### config.mk
export PLATFORM = sky130hd
export DESIGN_NAME = bcs_sequencer
export DESIGN_NICKNAME = d
export VERILOG_FILES = /design/src/pkg/bcs_pkg.sv /design/src/pkg/bcs_qual_if.sv /design/src/bcs_qual.sv /design/src/bcs_sequencer.sv
export SDC_FILE = /design/constraint.sdc
export NUM_CORES = 1
export LEC_CHECK = 0
export BUFFER_PORTS_ARGS = -buffer_cell sky130_fd_sc_hd__buf_2
export CORE_MARGIN = 1
export CORE_UTILIZATION = 35
export CTS_BUF_LIST = sky130_fd_sc_hd__clkbuf_16
export CTS_CLUSTER_DIAMETER = 120
export CTS_CLUSTER_SIZE = 10
export DETAILED_ROUTE_END_ITERATION = 12
export PLACE_DENSITY_LB_ADDON = 0.15
export SETUP_SLACK_MARGIN = 0.1
export SLEW_MARGIN = 20
export SYNTH_ARGS = -nofsm -noshare
export SYNTH_HDL_FRONTEND = slang
export SYNTH_HIERARCHICAL = 1
export SYNTH_SLANG_ARGS = --single-unit
### constraint.sdc
create_clock -name mclk_i -period 2.3 [get_ports mclk_i]
set_input_delay 0.23 -clock mclk_i [delete_from_list [all_inputs] [get_ports mclk_i]]
set_output_delay 0.23 -clock mclk_i [all_outputs]
set_load 0.01 [all_outputs]
### src/pkg/bcs_pkg.sv
package bcs_pkg;

  // =====================================================
  // time base
  // =====================================================
  localparam int unsigned CLK_HZ = 10000000;
  localparam int unsigned TICK_US = 1000;
  localparam int unsigned TICK_CYC = CLK_HZ / 1000000 * TICK_US;
  localparam int unsigned TOGGLE_US = 500;
  localparam int unsigned TOGGLE_CYC = CLK_HZ / 1000000 * TOGGLE_US;

  // =====================================================
  // delays in milliseconds (one tick per millisecond)
  // =====================================================
  localparam int unsigned START_THERM_MS = 200;
  localparam int unsigned START_POWER_MS = 150;
  localparam int unsigned TRK_SHORT_MS = 1;
  localparam int unsigned QUAL_MS = 50;
  localparam int unsigned TRK_HOURS = 2;
  localparam int unsigned MAIN_HOURS = 10;
  localparam int unsigned MS_PER_HOUR = 3600000;
  localparam int unsigned TRK_LIMIT_MS = TRK_HOURS * MS_PER_HOUR;
  localparam int unsigned MAIN_LIMIT_MS = MAIN_HOURS * MS_PER_HOUR;

  localparam int TIMER_W = 26;
  localparam int QUAL_W = 8;

  // =====================================================
  // current request codes
  // =====================================================
  localparam logic [1:0] CUR_OFF = 2'h0;
  localparam logic [1:0] CUR_TENTH = 2'h1;
  localparam logic [1:0] CUR_HALF = 2'h2;
  localparam logic [1:0] CUR_FULL = 2'h3;

  // temperature zones
  typedef enum logic [4:0] {
    BCS_ZONE_COLD_STOP = 5'h01,
    BCS_ZONE_COOL      = 5'h02,
    BCS_ZONE_NORMAL    = 5'h04,
    BCS_ZONE_WARM      = 5'h08,
    BCS_ZONE_HOT_STOP  = 5'h10
  } bcs_zone_t;

  typedef enum logic [5:0] {
    BCS_ST_IDLE     = 6'h01,
    BCS_ST_START    = 6'h02,
    BCS_ST_TRICKLE  = 6'h04,
    BCS_ST_MAIN     = 6'h08,
    BCS_ST_DONE     = 6'h10,
    BCS_ST_ERROR    = 6'h20
  } bcs_state_t;

endpackage

### src/pkg/bcs_qual_if.sv
`timescale 1ns/10ps
`default_nettype none
interface bcs_qual_if;
  logic tick;
  logic raw;
  logic clr;
  logic held;
  modport owner (output tick, output raw, output clr, input held);
  modport filt (input tick, input raw, input clr, output held);
endinterface
`default_nettype wire

### src/bcs_qual.sv
`timescale 1ns/10ps
`default_nettype none
// =====================================================
// persistence filter: held rises after raw stays high for limit ticks
// =====================================================
module bcs_qual
  import bcs_pkg::*;
#(
  parameter int unsigned LIMIT = QUAL_MS
) (
  // clock and reset
  input wire logic mclk_i,
  input wire logic rst_n_i,
  // filter port
  bcs_qual_if.filt q
);
  logic [QUAL_W-1:0] cnt;

  always_ff @(posedge mclk_i) begin
    if (!rst_n_i || q.clr || !q.raw) begin
      cnt <= '0;
      q.held <= 1'b0;
    end else if (q.tick && !q.held) begin
      if (cnt == QUAL_W'(LIMIT - 1)) begin
        q.held <= 1'b1;
      end
      cnt <= cnt + 1'b1;
    end
  end
endmodule
`default_nettype wire

### src/bcs_sequencer.sv
`timescale 1ns/10ps
`default_nettype none
module bcs_sequencer
  import bcs_pkg::*;
#(
  parameter bit RECHARGE_EN = 1'b1,
  parameter bit ERR_BLINK = 1'b1,
  parameter int unsigned ZONES = 4,
  parameter int unsigned TRK_LIMIT = TRK_LIMIT_MS,
  parameter int unsigned MAIN_LIMIT = MAIN_LIMIT_MS,
  parameter int unsigned TICK_CYCLES = TICK_CYC
) (
  // clock and reset
  input wire logic mclk_i,
  input wire logic rst_n_i,
  // supply and battery presence
  input wire logic power_good_i,
  input wire logic therm_present_i,
  // battery and chip temperature comparators
  input wire logic above_trickle_i,
  input wire logic cv_reached_i,
  input wire logic below_finish_i,
  input wire logic below_recharge_i,
  input wire logic over_voltage_i,
  input wire logic over_current_i,
  input wire logic chip_hot_i,
  input wire logic chip_cool_i,
  // thermistor comparators
  input wire logic below_0c_i,
  input wire logic below_10c_i,
  input wire logic above_45c_i,
  input wire logic above_60c_i,
  // charger control
  output logic charge_en_o,
  output logic [1:0] current_req_o,
  output logic cv_low_o,
  // status pin, open drain
  output logic status_pin_o,
  output logic status_pin_oe_o
);

  // =====================================================
  // input synchronisers
  // =====================================================
  localparam int NIN = 14;
  logic [NIN-1:0] sync_a;
  logic [NIN-1:0] sync_b;

  always_ff @(posedge mclk_i) begin
    if (!rst_n_i) begin
      sync_a <= '0;
      sync_b <= '0;
    end else begin
      sync_a <= {power_good_i, therm_present_i, above_trickle_i, cv_reached_i,
                 below_finish_i, below_recharge_i, over_voltage_i, over_current_i,
                 chip_hot_i, chip_cool_i, below_0c_i, below_10c_i, above_45c_i,
                 above_60c_i};
      sync_b <= sync_a;
    end
  end

  logic pwr, therm, trk_ok, cv_ok, fin_ok, rchg, ovp, ocp, hot, cool;
  logic c0, c10, h45, h60;
  assign {pwr, therm, trk_ok, cv_ok, fin_ok, rchg, ovp, ocp, hot, cool,
          c0, c10, h45, h60} = sync_b;

  // =====================================================
  // millisecond time base
  // =====================================================
  logic [15:0] pre;
  logic tick;

  always_ff @(posedge mclk_i) begin
    if (!rst_n_i) begin
      pre <= '0;
      tick <= 1'b0;
    end else begin
      tick <= (pre == 16'(TICK_CYCLES - 1));
      pre <= (pre == 16'(TICK_CYCLES - 1)) ? '0 : pre + 16'h0001;
    end
  end

  // =====================================================
  // presence edges
  // =====================================================
  logic pwr_d, therm_d;
  logic pwr_rise, therm_rise, lost;

  always_ff @(posedge mclk_i) begin
    if (!rst_n_i) begin
      pwr_d <= 1'b0;
      therm_d <= 1'b0;
    end else begin
      pwr_d <= pwr;
      therm_d <= therm;
    end
  end

  assign pwr_rise = pwr && !pwr_d;
  assign therm_rise = therm && !therm_d;
  assign lost = !pwr || !therm;

  // =====================================================
  // state and counters
  // =====================================================
  bcs_state_t state;
  bcs_state_t next_state;
  logic [TIMER_W-1:0] dly;
  logic [TIMER_W-1:0] dly_limit;
  logic [TIMER_W-1:0] trk_tmr;
  logic [TIMER_W-1:0] main_tmr;
  logic paused;

  // persistence filters
  bcs_qual_if q_trk();
  bcs_qual_if q_fin();
  bcs_qual_if q_ovp();
  bcs_qual_if q_hot();
  bcs_qual_if q_cool();

  assign q_trk.tick = tick;
  assign q_trk.raw = trk_ok;
  assign q_trk.clr = (state != BCS_ST_TRICKLE);
  assign q_fin.tick = tick;
  assign q_fin.raw = cv_ok && fin_ok;
  assign q_fin.clr = (state != BCS_ST_MAIN);
  assign q_ovp.tick = tick;
  assign q_ovp.raw = ovp;
  assign q_ovp.clr = !(state == BCS_ST_TRICKLE || state == BCS_ST_MAIN);
  assign q_hot.tick = tick;
  assign q_hot.raw = hot;
  assign q_hot.clr = 1'b0;
  assign q_cool.tick = tick;
  assign q_cool.raw = cool;
  assign q_cool.clr = 1'b0;

  bcs_qual u_q_trk (.mclk_i(mclk_i), .rst_n_i(rst_n_i), .q(q_trk.filt));
  bcs_qual u_q_fin (.mclk_i(mclk_i), .rst_n_i(rst_n_i), .q(q_fin.filt));
  bcs_qual u_q_ovp (.mclk_i(mclk_i), .rst_n_i(rst_n_i), .q(q_ovp.filt));
  bcs_qual u_q_hot (.mclk_i(mclk_i), .rst_n_i(rst_n_i), .q(q_hot.filt));
  bcs_qual u_q_cool (.mclk_i(mclk_i), .rst_n_i(rst_n_i), .q(q_cool.filt));

  // =====================================================
  // chip overtemperature latch
  // =====================================================
  logic shutdown;

  always_ff @(posedge mclk_i) begin
    if (!rst_n_i) begin
      shutdown <= 1'b0;
    end else if (q_hot.held) begin
      shutdown <= 1'b1;
    end else if (q_cool.held) begin
      shutdown <= 1'b0;
    end
  end

  // =====================================================
  // temperature zone with 50ms qualification
  // =====================================================
  function automatic bcs_zone_t raw_zone(input logic b0, input logic b10,
                                         input logic a45, input logic a60);
    bcs_zone_t z;
    z = BCS_ZONE_NORMAL;
    if (b0) begin
      z = BCS_ZONE_COLD_STOP;
    end else if (b10 && ZONES >= 3) begin
      z = BCS_ZONE_COOL;
    end else if (a45 && ZONES < 4) begin
      z = BCS_ZONE_HOT_STOP;
    end else if (a60) begin
      z = BCS_ZONE_HOT_STOP;
    end else if (a45) begin
      z = BCS_ZONE_WARM;
    end
    return z;
  endfunction

  bcs_zone_t zone;
  bcs_zone_t zone_cand;
  logic [QUAL_W-1:0] zone_cnt;

  always_ff @(posedge mclk_i) begin
    if (!rst_n_i) begin
      zone <= BCS_ZONE_NORMAL;
      zone_cand <= BCS_ZONE_NORMAL;
      zone_cnt <= '0;
    end else if (raw_zone(c0, c10, h45, h60) != zone_cand) begin
      zone_cand <= raw_zone(c0, c10, h45, h60);
      zone_cnt <= '0;
    end else if (zone_cand == zone) begin
      zone_cnt <= '0;
    end else if (tick) begin
      if (zone_cnt == QUAL_W'(QUAL_MS - 1)) begin
        zone <= zone_cand;
        zone_cnt <= '0;
      end else begin
        zone_cnt <= zone_cnt + 1'b1;
      end
    end
  end

  assign paused = shutdown || zone == BCS_ZONE_COLD_STOP || zone == BCS_ZONE_HOT_STOP;

  // =====================================================
  // sequencer
  // =====================================================
  logic start_from_therm;
  logic trk_long;

  always_comb begin
    next_state = state;
    dly_limit = TIMER_W'(START_POWER_MS);
    if (start_from_therm) begin
      dly_limit = TIMER_W'(START_THERM_MS);
    end
    case (state)
      BCS_ST_IDLE: begin
        if (pwr && therm) begin
          next_state = BCS_ST_START;
        end
      end
      BCS_ST_START: begin
        if (lost) begin
          next_state = BCS_ST_IDLE;
        end else if (tick && dly == dly_limit - 1'b1) begin
          next_state = BCS_ST_TRICKLE;
        end
      end
      BCS_ST_TRICKLE: begin
        if (lost) begin
          next_state = BCS_ST_IDLE;
        end else if (q_ovp.held || ocp) begin
          next_state = BCS_ST_ERROR;
        end else if (!trk_long && tick && dly == TIMER_W'(TRK_SHORT_MS - 1)) begin
          next_state = BCS_ST_MAIN;
        end else if (trk_long && q_trk.held) begin
          next_state = BCS_ST_MAIN;
        end else if (trk_tmr >= TIMER_W'(TRK_LIMIT)) begin
          next_state = BCS_ST_ERROR;
        end
      end
      BCS_ST_MAIN: begin
        if (lost) begin
          next_state = BCS_ST_IDLE;
        end else if (q_ovp.held || ocp) begin
          next_state = BCS_ST_ERROR;
        end else if (q_fin.held) begin
          next_state = BCS_ST_DONE;
        end else if (main_tmr >= TIMER_W'(MAIN_LIMIT)) begin
          next_state = BCS_ST_ERROR;
        end
      end
      BCS_ST_DONE: begin
        if (lost) begin
          next_state = BCS_ST_IDLE;
        end else if (RECHARGE_EN && rchg && zone != BCS_ZONE_COLD_STOP &&
                     zone != BCS_ZONE_HOT_STOP) begin
          next_state = BCS_ST_START;
        end
      end
      BCS_ST_ERROR: begin
        if (lost) begin
          next_state = BCS_ST_IDLE;
        end
      end
      default: begin
        next_state = BCS_ST_IDLE;
      end
    endcase
  end

  always_ff @(posedge mclk_i) begin
    if (!rst_n_i) begin
      state <= BCS_ST_IDLE;
    end else begin
      state <= next_state;
    end
  end

  // which supply came last decides the start delay
  always_ff @(posedge mclk_i) begin
    if (!rst_n_i) begin
      start_from_therm <= 1'b0;
    end else if (state == BCS_ST_IDLE) begin
      start_from_therm <= therm_rise && !pwr_rise;
    end else if (state == BCS_ST_DONE) begin
      start_from_therm <= 1'b0;
    end
  end

  always_ff @(posedge mclk_i) begin
    if (!rst_n_i) begin
      trk_long <= 1'b0;
    end else if (state == BCS_ST_START) begin
      trk_long <= !trk_ok;
    end
  end

  // state-local delay counter
  always_ff @(posedge mclk_i) begin
    if (!rst_n_i || next_state != state) begin
      dly <= '0;
    end else if (tick) begin
      dly <= dly + 1'b1;
    end
  end

  // hold timers run even while paused
  always_ff @(posedge mclk_i) begin
    if (!rst_n_i || state == BCS_ST_IDLE || state == BCS_ST_START) begin
      trk_tmr <= '0;
      main_tmr <= '0;
    end else begin
      if (state == BCS_ST_TRICKLE && tick) begin
        trk_tmr <= trk_tmr + 1'b1;
      end
      if (state == BCS_ST_MAIN && tick) begin
        main_tmr <= main_tmr + 1'b1;
      end
    end
  end

  // =====================================================
  // outputs
  // =====================================================
  always_ff @(posedge mclk_i) begin
    if (!rst_n_i) begin
      charge_en_o <= 1'b0;
      current_req_o <= CUR_OFF;
      cv_low_o <= 1'b0;
    end else begin
      charge_en_o <= (next_state == BCS_ST_TRICKLE || next_state == BCS_ST_MAIN) && !paused;
      cv_low_o <= (zone == BCS_ZONE_WARM);
      if (paused) begin
        current_req_o <= CUR_OFF;
      end else if (next_state == BCS_ST_TRICKLE) begin
        current_req_o <= CUR_TENTH;
      end else if (next_state == BCS_ST_MAIN) begin
        current_req_o <= (zone == BCS_ZONE_COOL) ? CUR_HALF : CUR_FULL;
      end else begin
        current_req_o <= CUR_OFF;
      end
    end
  end

  logic [12:0] blink_cnt;
  logic blink;

  always_ff @(posedge mclk_i) begin
    if (!rst_n_i || state != BCS_ST_ERROR) begin
      blink_cnt <= '0;
      blink <= 1'b0;
    end else if (blink_cnt == 13'(TOGGLE_CYC - 1)) begin
      blink_cnt <= '0;
      blink <= !blink;
    end else begin
      blink_cnt <= blink_cnt + 13'h0001;
    end
  end

  always_ff @(posedge mclk_i) begin
    status_pin_o <= 1'b0;
    if (!rst_n_i) begin
      status_pin_oe_o <= 1'b0;
    end else begin
      case (state)
        BCS_ST_TRICKLE, BCS_ST_MAIN: status_pin_oe_o <= 1'b1;
        BCS_ST_DONE: status_pin_oe_o <= 1'b0;
        BCS_ST_ERROR: status_pin_oe_o <= ERR_BLINK && blink;
        default: status_pin_oe_o <= 1'b0;
      endcase
    end
  end

endmodule
`default_nettype wire

== Word-level counts from Yosys, hierarchy flattened ==
Cells that the tools add are included.
Operators by class
  magnitude comparators: 2
  bitwise logic cells: 4
  add/sub/neg operators: 12
  multiplexer cells: 31
  equality and inequality tests: 29
  reductions and logical operators: 72
Operators by type and width (number)
  $mux 6: 15
  $add 26x1->26 const B: 3
  $add 8x1->8 const B: 6
  $eq 8x6->1 const B: 6
  $pmux 6 s6: 1
  $eq 26x26->1: 1
  $ge 26x23->1 const B: 1
  $ge 26x26->1 const B: 1
  $logic_not 26->1: 1
  $sub 26x1->26 const B: 1
  $logic_not 1->1: 20
  $mux 5: 4
  $logic_and 1x1->1: 19
  $logic_or 1x1->1: 18
  $add 16x1->16 const B: 1
  $eq 16x14->1 const B: 1
  $add 13x1->13 const B: 1
  $eq 13x13->1 const B: 1
  $eq 6x3->1 const B: 2
  $eq 6x4->1 const B: 2
  $reduce_and 2->1: 5
  $mux 8: 1
  $reduce_or 2->1: 4
  $mux 1: 7
  other kinds (24): 28
Word-level totals
  register bits: 216
  output and inout port bits: 6
  word-level logic and storage cells: 183

== Longest topological paths before layout ==
Gate-level depths: netlist of the first run.
  depth after elaboration: 10
  depth in mapped cells: 10

== Hierarchy ==
The synthesis of the first run kept the hierarchy.
By module, submodules not included
  bcs_sequencer: area an instance 7803.7 µm², times used 1, cells an instance 859, seq. area each 3423.3 µm²
  bcs_qual: area an instance 437.9 µm², times used 5, cells an instance 47, seq. area each 180.2 µm²

== Least setup slack after synthesis of the first run ==
OpenSTA, ideal clock, no wires.
  kind: register to register
  start point: reg tick, in the netlist q_cool.tick
  end point: reg trk_tmr[22]
  setup time: 128 ps
  slack: -229 ps
  cell stages (with the launch flop): 8
  arrival time: 2402 ps
  path through: dfxtp_1 clkbuf_1 and4_1 nand4_1 nor4_1 nand3_1 xor2_1 nor2_1
On the way
  word-level cells in the longest chain between the ends: 1
Ends and longest elaborated chain
  from (decl): RTL line bcs_sequencer.sv:71  | logic tick;
  from (signal assigned): RTL line bcs_sequencer.sv:78  | tick <= (pre == 16'(TICK_CYCLES - 1));
  $logic_and 1x1->1: RTL line bcs_sequencer.sv:315  | if (state == BCS_ST_TRICKLE && tick) begin
  to (signal assigned): RTL line bcs_sequencer.sv:316  | trk_tmr <= trk_tmr + 1'b1;
  to (decl): RTL line bcs_sequencer.sv:110  | logic [TIMER_W-1:0] trk_tmr;
Every way passes these cells.
A chain may end at the register's enable or synchronous reset.

== Final worst setup path of the first run ==
  start point: reg main_tmr[9]
  end point: reg dly[11]
On the way
  word-level cells in the longest chain between the ends: 8
Ends and longest elaborated chain
  from (decl): RTL line bcs_sequencer.sv:111  | logic [TIMER_W-1:0] main_tmr;
  from (signal assigned): RTL line bcs_sequencer.sv:319  | main_tmr <= main_tmr + 1'b1;
  $ge 26x26->1: RTL line bcs_sequencer.sv:250  | end else if (main_tmr >= TIMER_W'(MAIN_LIMIT)) begin
  $mux 6: RTL line bcs_sequencer.sv:250
  $mux 6: RTL line bcs_sequencer.sv:248  | end else if (q_fin.held) begin
  $mux 6: RTL line bcs_sequencer.sv:246  | end else if (q_ovp.held || ocp) begin
  $mux 6: RTL line bcs_sequencer.sv:244  | if (lost) begin
  $pmux 6 s6: RTL line bcs_sequencer.sv:217  | case (state)
  $ne 6x6->1: RTL line bcs_sequencer.sv:302  | if (!rst_n_i || next_state != state) begin
  $logic_or 1x1->1: RTL line bcs_sequencer.sv:302
  to (signal assigned): RTL line bcs_sequencer.sv:305  | dly <= dly + 1'b1;
  to (decl): RTL line bcs_sequencer.sv:108  | logic [TIMER_W-1:0] dly;
Every way passes these cells.

==> impl_metrics.env, run 1 <==
export IMPL_status="complete, but fails checks"
export IMPL_violations="setup timing"
export IMPL_rsz0062_at_grt="true"
export IMPL_holdWs_ns=0.1940
export IMPL_core_area_sq_um=27930
export IMPL_regArea_sq_um=4330
export IMPL_grt_max_degree=53
export IMPL_ys_types=71
export IMPL_crit_required_ns=2.70
export IMPL_place_congestion=0.8182
export IMPL_finalSetupTns_ns=-0.01334
export IMPL_power_mw=7.404
export IMPL_fin_worst_skew_ns=0.01951
export IMPL_fmaxAchievable_ghz=0.4340
export IMPL_route_met2_wl_um=9372
export IMPL_clk_latency_ns=0.52
export IMPL_cts_buffers=25
export IMPL_antenna_found_initial=0
export IMPL_irDropWorstVdd_mv=0.5557
export IMPL_crit_path_start_kind="register"
export IMPL_vias=7858
export IMPL_drtPass1Iterations=4
export IMPL_grt_pass1_vias=7458
export IMPL_mappedNetlistArea_sq_um=9993
export IMPL_start_util=0.3577
export IMPL_rows=61
export IMPL_drtIter0Drc=377
export IMPL_die_h_um=171.0
export IMPL_fin_crit_sh=1.002
export IMPL_drv_cap=0
export IMPL_async_reset_ff_frac=0
export IMPL_powerDensity_nw_per_um2=609.7
export IMPL_area_delta_synth_final_pct=21.51
export IMPL_grt_first_pass_wirelength_um=36100
export IMPL_ys_flop_type="dfxtp_1"
export IMPL_multi_input_area_sq_um=5545
export IMPL_setup_viol=4
export IMPL_dp_cells=1532
export IMPL_crit_fanout=7
export IMPL_met1_length_um=10890
export IMPL_leakage_nw=4.285
export IMPL_hold_viol=0
export IMPL_worstSetupPathType="reg2reg"
export IMPL_fp_dieW_um=171.0
export IMPL_yosys_warnings=6
export IMPL_seq_area_frac_synth=0.4327
export IMPL_die_area_sq_um=29230
export IMPL_vias_per_cell=4.967
export IMPL_ant_nets=0
export IMPL_final_cells=1582
export IMPL_wl_per_cell_um=13.46
export IMPL_drive_gt1_frac=0.1703
export IMPL_hold_path_class="in2reg"
export IMPL_gr_total_overflow=0
export IMPL_finalMaxSlewViolations=0
export IMPL_maxUsedRoutingLayer="met4"
export IMPL_syn_inst=1094
export IMPL_ys_ff_latch=216
export IMPL_regToRegSetupSlack_ns=-0.004
export IMPL_ios=22
export IMPL_period_needed_ns=2.304
export IMPL_cts_max_level=1
export IMPL_cts_buffer_depth=3
export IMPL_place_hpwl_um=14360
export IMPL_port_buffers=20
export IMPL_synth_avg_cell_area_sq_um=9.135
export IMPL_endpoint_kind="register"
export IMPL_worst_slack_ns=-0.004162
export IMPL_remaining_drc_errors=0
export IMPL_cts_tree="yes"
export IMPL_grt_usage=0.1475
export IMPL_wl_met3_um=644
export IMPL_clk_pin_slew_ns=0.05
export IMPL_cts_root_buffer="clkbuf_16"
export IMPL_fillers=2765
export IMPL_diodes=0
export IMPL_critical_path_arrival_ns=2.70
export IMPL_fin_nets=1239
export IMPL_drt_total_wl_um=21290
export IMPL_clock_sinks=216
export IMPL_layout_commonest_cell="dfxtp_1"
export IMPL_final_cell_mix="dfxtp_1, nor2_1, xor2_1"
export IMPL_synth_edf_count=0
==> logic make-up (layout without fill, tap and decap cells) <==
| family | Yosys count | after routing | share of synthesized area |
|---|---|---|---|
| adder cells (fa/ha/maj) | 20 | 20 | 0.02504 |
| XOR/XNOR | 125 | 125 | 0.1096 |
| buffers and inverters | 69 | 177 | 0.03092 |
| other | 1 | 3 | 0.0003753 |
| AO/OA/AOI/OAI | 124 | 124 | 0.08201 |
| AND/OR/NAND/NOR | 536 | 536 | 0.3164 |
| multiplexers | 3 | 3 | 0.003005 |
| flip-flops | 216 | 216 | 0.4327 |
==> where the power goes <==
group	total, mW	switching [mW]	internal, mW
sequential	3.79	0.0177	3.77
clock	3.45	1.43	2.02
combinational	0.164	0.0822	0.0819
==> state kept, by name, indices dropped and copies added (netlist names), 2 cells and up <==
signal / count
u_q_fin/cnt: 8
zone: 5
sync_b: 14
zone_cand: 5
dly: 26
u_q_ovp/cnt: 8
sync_a: 14
pre: 16
main_tmr: 26
u_q_trk/cnt: 8
trk_tmr: 26
state: 6
u_q_hot/cnt: 8
u_q_cool/cnt: 8
current_req_o: 2
zone_cnt: 8
blink_cnt: 13
==> Yosys cell counts, types with 18 or more instances <==
cell,instances,area (sq um)
a21oi_1,41,205.2
and2_1,37,231.5
and3_1,24,150.1
clkbuf_1,23,86.33
dfxtp_1,216,4324
ha_1,20,250.2
inv_1,31,116.4
nand2_1,65,244.0
nand3_1,62,310.3
nand3b_1,18,135.1
nand4_1,38,237.7
nor2_1,139,521.8
nor3_1,19,95.09
nor4_1,20,125.1
nor4_2,23,287.8
o21ai_0,21,105.1
xnor2_1,49,429.2
xor2_1,76,665.6
==> stage by stage <==
step | area (sq um) | setup slack, ns | util
after detailed placement | 11050 | -0.04383 | 0.3957
after floorplan | 10030 | 0.1064 | -
after CTS | 11900 | 0.03723 | 0.4259
after global placement | 11050 | 0.007445 | 0.3957
final | 12140 | -0.004162 | 0.4347
after global routing | 12140 | -0.1166 | 0.4347
==> final cells by class <==
cell class              count  share of cell area
clock buffers              25             0.05152
clock inverters             3            0.003503
inverters                  31            0.009583
multi-input cells         811              0.4567
flip-flops and latches    216              0.3566
well taps                 378             0.03895
repair buffers            118             0.08315
==> worst paths after layout <==
check,from,to,depth (start not counted)
hold reg to reg,sync_a[3],sync_b[3],1
setup reg to reg,main_tmr[9],dly[11],8
setup / recovery,main_tmr[9],dly[11],8
hold / removal,rst_n_i,state[0],3
==> layer usage <==
layer / up-vias / GRT usage
met4: 0 / 0.04231
met5: - / 0
met3: 35 / 0.01851
li1: 4087 / -
met1: 3648 / 0.2039
met2: 88 / 0.2393
==> critical path, stage by stage (launching register included) <==
cell and delay, ns:
dfxtp_2 0.31, or4_4 0.55, o221ai_4 0.21, a41oi_2 0.17
buf_4 0.18, a211oi_4 0.27, o21a_4 0.25, clkbuf_16 0.18
nor4_2 0.05
==> what timing repair did <==
| action | CTS | global route |
|---|---|---|
| gates cloned | 0 | 4 |
| endpoints found under the setup margin | 28 | 36 |
| resized for setup | 4 | 24 |
| endpoints found under the hold margin | 14 | 0 |
| buffers inserted | 1 | 3 |
| hold buffers | 14 | 0 |
| pin swaps | 7 | 14 |
No activity file was read; power rests on OpenSTA's default activity.
==> run 2: changes to the inputs <==
--- a/config.mk
+++ b/config.mk
@@ -6,6 +6,8 @@
 export NUM_CORES = 1
 export LEC_CHECK = 0
 export BUFFER_PORTS_ARGS = -buffer_cell sky130_fd_sc_hd__buf_2
+export CELL_PAD_IN_SITES_DETAIL_PLACEMENT = 1
+export CELL_PAD_IN_SITES_GLOBAL_PLACEMENT = 1
 export CORE_MARGIN = 1
 export CORE_UTILIZATION = 35
 export CTS_BUF_LIST = sky130_fd_sc_hd__clkbuf_16
==> run 2 against run 1 <==
The flow now finishes without violations. Combinational power decreased by 4%. Worst hold slack worse by 0.089 ns. Die area is the same. Sequential power about the same. Critical path depth down 1. Non-clock buffer count shrank 19. Via count grew 1.8%. First-iteration DRC count is 28% lower. Worst setup slack improved by 0.061 ns. Sequential cell count unchanged. Sequential share of layout area grew 0.69 points. Critical endpoint is now dly[10]. Largest cell class unchanged.
==> impl_metrics.env, run 2 (synthesis gave the netlist of run 1 again) <==
export IMPL_status="finished clean"
export IMPL_fmaxAchievable_ghz=0.4458
export IMPL_crit_fanout=26
export IMPL_drtIter0Drc=272
export IMPL_reg_largest_list="dly (26), main_tmr (26), trk_tmr (26)"
export IMPL_area_delta_synth_final_pct=19.14
export IMPL_clk_pin_slew_ns=0.05
export IMPL_grt_max_degree=38
export IMPL_remaining_drc_errors=0
export IMPL_drtPass1Iterations=4
export IMPL_vias_per_cell=5.122
export IMPL_setup_viol=0
export IMPL_hold_path_class="in2reg"
export IMPL_fp_dieW_um=171.0
export IMPL_finalInstanceArea_sq_um=11910
export IMPL_final_cell_mix="dfxtp_1, nor2_1, xor2_1"
export IMPL_wl_per_cell_um=14.76
export IMPL_finalMaxSlewViolations=0
export IMPL_crit_path_start_kind="register"
export IMPL_powerDensity_nw_per_um2=621.1
export IMPL_die_h_um=171.0
export IMPL_cts_tree="yes"
export IMPL_dp_cells=1515
export IMPL_die_area_sq_um=29230
export IMPL_start_util=0.3577
export IMPL_antenna_found_initial=0
export IMPL_critical_path_arrival_ns=2.63
export IMPL_worst_slack_ns=0.05700
export IMPL_clock_sinks=216
export IMPL_cts_root_buffer="clkbuf_16"
export IMPL_cts_buffers=25
export IMPL_cts_max_level=1
export IMPL_irDropWorstVdd_mv=0.4621
export IMPL_layout_commonest_cell="dfxtp_1"
export IMPL_holdWs_ns=0.1053
export IMPL_fin_worst_skew_ns=0.01807
export IMPL_grt_pass1_vias=7906
export IMPL_fin_crit_sh=0.9752
export IMPL_relSlewSlack=0.6535
export IMPL_worstSetupPathType="reg2reg"
export IMPL_port_buffers=20
export IMPL_clk_latency_ns=0.52
export IMPL_place_ws_ns=0.03829
export IMPL_drt_total_wl_um=23050
export IMPL_dpl_instance_area_sq_um=10930
export IMPL_ios=22
export IMPL_grt_first_pass_wirelength_um=39270
export IMPL_drive_gt1_frac=0.1520
export IMPL_rows=61
export IMPL_cts_buffer_depth=3
export IMPL_fin_nets=1220
export IMPL_diodes=0
export IMPL_place_congestion=0.8056
export IMPL_core_area_sq_um=27930
export IMPL_grt_usage=0.1618
export IMPL_power_mw=7.396
export IMPL_gr_total_overflow=0
export IMPL_place_hpwl_um=16150
export IMPL_tightestPinTransition_ns=0.5184
export IMPL_drv_cap=0
export IMPL_final_cells=1562
export IMPL_crit_required_ns=2.69
export IMPL_hold_viol=0
export IMPL_rsz0062_at_grt="true"
export IMPL_vias=8001
export IMPL_period_needed_ns=2.243
export IMPL_leakage_nw=4.145
export IMPL_endpoint_kind="register"
export IMPL_ant_nets=0
[run 2: cell count changes in the layout (fill, tap and decap cells not counted), sizes merged]
cell and delta:
inv -1, clkbuf -3, buf -16
[run 2: layout make-up]
| cell class | count | area [sq um] |
|---|---|---|
| Clock buffer | 25 | 625.6 |
| Clock inverter | 2 | 33.78 |
| Fill cell | 3261 | 16030 |
| Inverter | 31 | 116.4 |
| Multi-Input combinational cell | 811 | 5523 |
| Sequential cell | 216 | 4328 |
| Tap cell | 378 | 473.0 |
| Timing Repair Buffer | 99 | 807.0 |
[run 2: worst max-delay path: stages, from the launching register on]
cell and delay, ns:
dfxtp_1 0.32, or3_1 0.43, or4_1 0.55, a211oi_2 0.31, a2111oi_4 0.07, nand4_4 0.13, buf_12 0.21, nor4_2 0.07
[run 2: path summary, 6_finish.rpt]
path	start	end	slack (ns)	cells past startpoint
max	state[4]	dly[10]	0.06	7
min	rst_n_i	state[0]	0.11	2
max reg2reg	state[4]	dly[10]	0.06	7
min reg2reg	sync_a[11]	sync_b[11]	0.43	1
[run 2: per-layer routing]
| layer | vias to the layer above | track usage | routed length, um | share of wire |
|---|---|---|---|---|
| met4 | 0 | 0.04076 | 422 | 0.018 |
| li1 | 4036 | - | - | - |
| met2 | 67 | 0.2692 | 10700 | 0.46 |
| met5 | - | 0 | 0 | 0 |
| met3 | 32 | 0.02128 | 659 | 0.029 |
| met1 | 3866 | 0.2199 | 11270 | 0.49 |
[run 2: report_power, final]
group	internal (mW)	total, mW	switching [mW]
Combinational	0.0757	0.158	0.0824
Clock	2.01	3.44	1.43
Sequential	3.77	3.79	0.0198
Total	5.86	7.40	1.53
[run 2: timing repair]
action,4_1_cts,5_1_grt
endpoints found under the setup margin,29,49
gates resized for setup,1,19
hold buffers,14,0
buffers inserted,1,5
pin swaps,3,5
hold endpoints to repair,14,0
[run 2: per-stage QoR]
step                TNS [ns]    util
floorplan                  0       -
global placement           0  0.3912
detailed placement         0  0.3912
CTS                        0  0.4203
global route         -0.6459  0.4262
finish                     0  0.4262
==> run 3: changes to the inputs <==
--- a/config.mk
+++ b/config.mk
@@ -15,7 +15,8 @@
 export CTS_CLUSTER_SIZE = 10
 export DETAILED_ROUTE_END_ITERATION = 12
 export PLACE_DENSITY_LB_ADDON = 0.15
-export SETUP_SLACK_MARGIN = 0.1
+export SETUP_SLACK_MARGIN = 0.5
+export SKIP_LAST_GASP = 1
 export SLEW_MARGIN = 20
 export SYNTH_ARGS = -nofsm -noshare
 export SYNTH_HDL_FRONTEND = slang
==> run 3 against run 2 <==
Final cell count up 1.9%. Fmax down 2.4%. Combinational power up 16%. Non-clock buffer count up 27. Sequential share of layout area down 1.9 points. First-iteration DRC count up 15%. Die area unchanged. Sequential power about the same. Clock-buffer cell count unchanged. Worst setup slack worse by 0.055 ns. Sequential cell count unchanged. Critical path type unchanged. Clock skew up 0.0042 ns.
==> impl_metrics.env, run 3 (synthesis gave the netlist of run 1 again) <==
export IMPL_worstReg2RegEnd="dly[3]"
export IMPL_cts_root_buffer="clkbuf_16"
export IMPL_cts_buffer_depth=3
export IMPL_grt_usage=0.1696
export IMPL_die_area_sq_um=29230
export IMPL_wl_per_cell_um=15.70
export IMPL_holdPathStages=2
export IMPL_ant_nets=0
export IMPL_hold_viol=0
export IMPL_dp_cells=1509
export IMPL_drive_gt1_frac=0.2209
export IMPL_wl_met3_um=491
export IMPL_endpoint_kind="register"
export IMPL_status="finished clean"
export IMPL_start_util=0.3577
export IMPL_reg2reg_from="state[3]"
export IMPL_leakage_nw=4.504
export IMPL_holdWs_ns=0.09886
export IMPL_clk_latency_ns=0.52
export IMPL_finalInstanceArea_sq_um=12630
export IMPL_core_area_sq_um=27930
export IMPL_hold_path_class="in2reg"
export IMPL_finalSetupTns_ns=0
export IMPL_fillers=3205
export IMPL_rows=61
export IMPL_worstSetupPathType="reg2reg"
export IMPL_remaining_drc_errors=0
export IMPL_vias=8175
export IMPL_cts_tree="yes"
export IMPL_powerDensity_nw_per_um2=582.3
export IMPL_fmaxAchievable_ghz=0.4352
export IMPL_dpl_instance_area_sq_um=10970
export IMPL_drt_total_wl_um=24970
export IMPL_area_delta_synth_final_pct=26.42
export IMPL_place_hpwl_um=16130
export IMPL_setup_viol=0
export IMPL_fp_dieW_um=171.0
export IMPL_critical_path_arrival_ns=2.71
export IMPL_grt_first_pass_wirelength_um=41040
export IMPL_gr_total_overflow=0
export IMPL_rsz0062_at_grt="true"
export IMPL_fin_worst_skew_ns=0.02223
export IMPL_regToRegSetupSlack_ns=0.002
export IMPL_met1_length_um=12140
export IMPL_place_congestion=0.7670
export IMPL_die_h_um=171.0
export IMPL_cts_buffers=25
export IMPL_ios=22
export IMPL_layout_commonest_cell="dfxtp_1"
export IMPL_fin_crit_sh=0.9991
export IMPL_relSlewSlack=0.6639
export IMPL_vias_per_cell=5.138
export IMPL_irDropWorstVdd_mv=0.4984
export IMPL_final_cell_mix="dfxtp_1, nor2_1, xor2_1"
export IMPL_port_buffers=20
export IMPL_power_mw=7.356
export IMPL_antenna_found_initial=0
export IMPL_crit_end="dly[3]"
export IMPL_crit_required_ns=2.71
export IMPL_period_needed_ns=2.298
export IMPL_finalMaxSlewViolations=0
export IMPL_drtIter0Drc=313
export IMPL_cts_max_level=1
export IMPL_drtPass1Iterations=4
export IMPL_startpoint="state[3]"
export IMPL_crit_fanout=7
export IMPL_tightestPinTransition_ns=0.5031
export IMPL_fin_nets=1247
export IMPL_maxUsedRoutingLayer="met4"
export IMPL_worst_slack_ns=0.001980
export IMPL_grt_pass1_vias=8171
export IMPL_drv_cap=0
export IMPL_final_cells=1591
export IMPL_diodes=0
export IMPL_clock_sinks=216
export IMPL_grt_max_degree=36
export IMPL_reg_largest_list="dly (26), main_tmr (26), trk_tmr (26)"
export IMPL_clk_pin_slew_ns=0.06
export IMPL_utilization=0.4523
export IMPL_crit_path_start_kind="register"
export IMPL_place_ws_ns=-0.0001856
export IMPL_route_met2_wl_um=11820
export IMPL_ff2ff_path_depth=8
## run 3: cell types whose count changed in the layout (fill, tap and decap cells not counted), moves of 5 or more
cell     before  now
dfxtp_2       0   10
dfxtp_1     215  202
nor2_2        0    6
nand3_2       1    9
nor2_1      139  128
nor4_4        2    8
nand3_1      61   53
buf_6         1   20
nor2_4        1    6
## run 3: worst max-delay path, stage by stage (launching register included)
cell and delay [ns]:
dfxtp_2 0.33, buf_12 0.14, or4_4 0.56, o21ai_1 0.19, nand3_1 0.12, o21a_2 0.27
buf_4 0.16, buf_16 0.13, nor4_1 0.28
## run 3: how the worst min path moves through the flow
stage	slack, ns	endpoint	startpoint
global placement	0.42	sync_b[10]	sync_a[10]
floorplan	0.36	sync_a[0]	above_60c_i
global route	0.1	state[0]	rst_n_i
detailed placement	0.43	sync_b[3]	sync_a[3]
CTS	0.07	state[0]	rst_n_i
finish	0.1	state[0]	rst_n_i
## run 3: area by class of cell
type | count | area [sq um] | share of cell area
flip-flops and latches | 216 | 4352 | 0.3445
inverters | 31 | 116.4 | 0.009211
multi-input cells | 811 | 5819 | 0.4606
clock inverters | 4 | 21.27 | 0.001684
well taps | 378 | 473.0 | 0.03744
clock buffers | 25 | 625.6 | 0.04952
repair buffers | 126 | 1226 | 0.09706
## run 3: layer usage
metal,global-route usage,vias up
li1,-,4097
met1,0.2265,3990
met2,0.2860,55
met3,0.02290,33
met4,0.04348,0
met5,0,-
## run 3: power breakdown
part,switching [mW],internal (mW)
sequential,0.0224,3.77
combinational,0.0945,0.0885
clock,1.47,1.91
total,1.58,5.77
## run 3: repair_timing
action / 4_1_cts / 5_1_grt
buffers inserted: 16 / 15
resized for setup: 51 / 56
endpoints found under the setup margin: 116 / 113
gates cloned: 4 / 4
pin swaps: 14 / 21
hold buffers: 14 / 0
hold endpoints to repair: 14 / 0
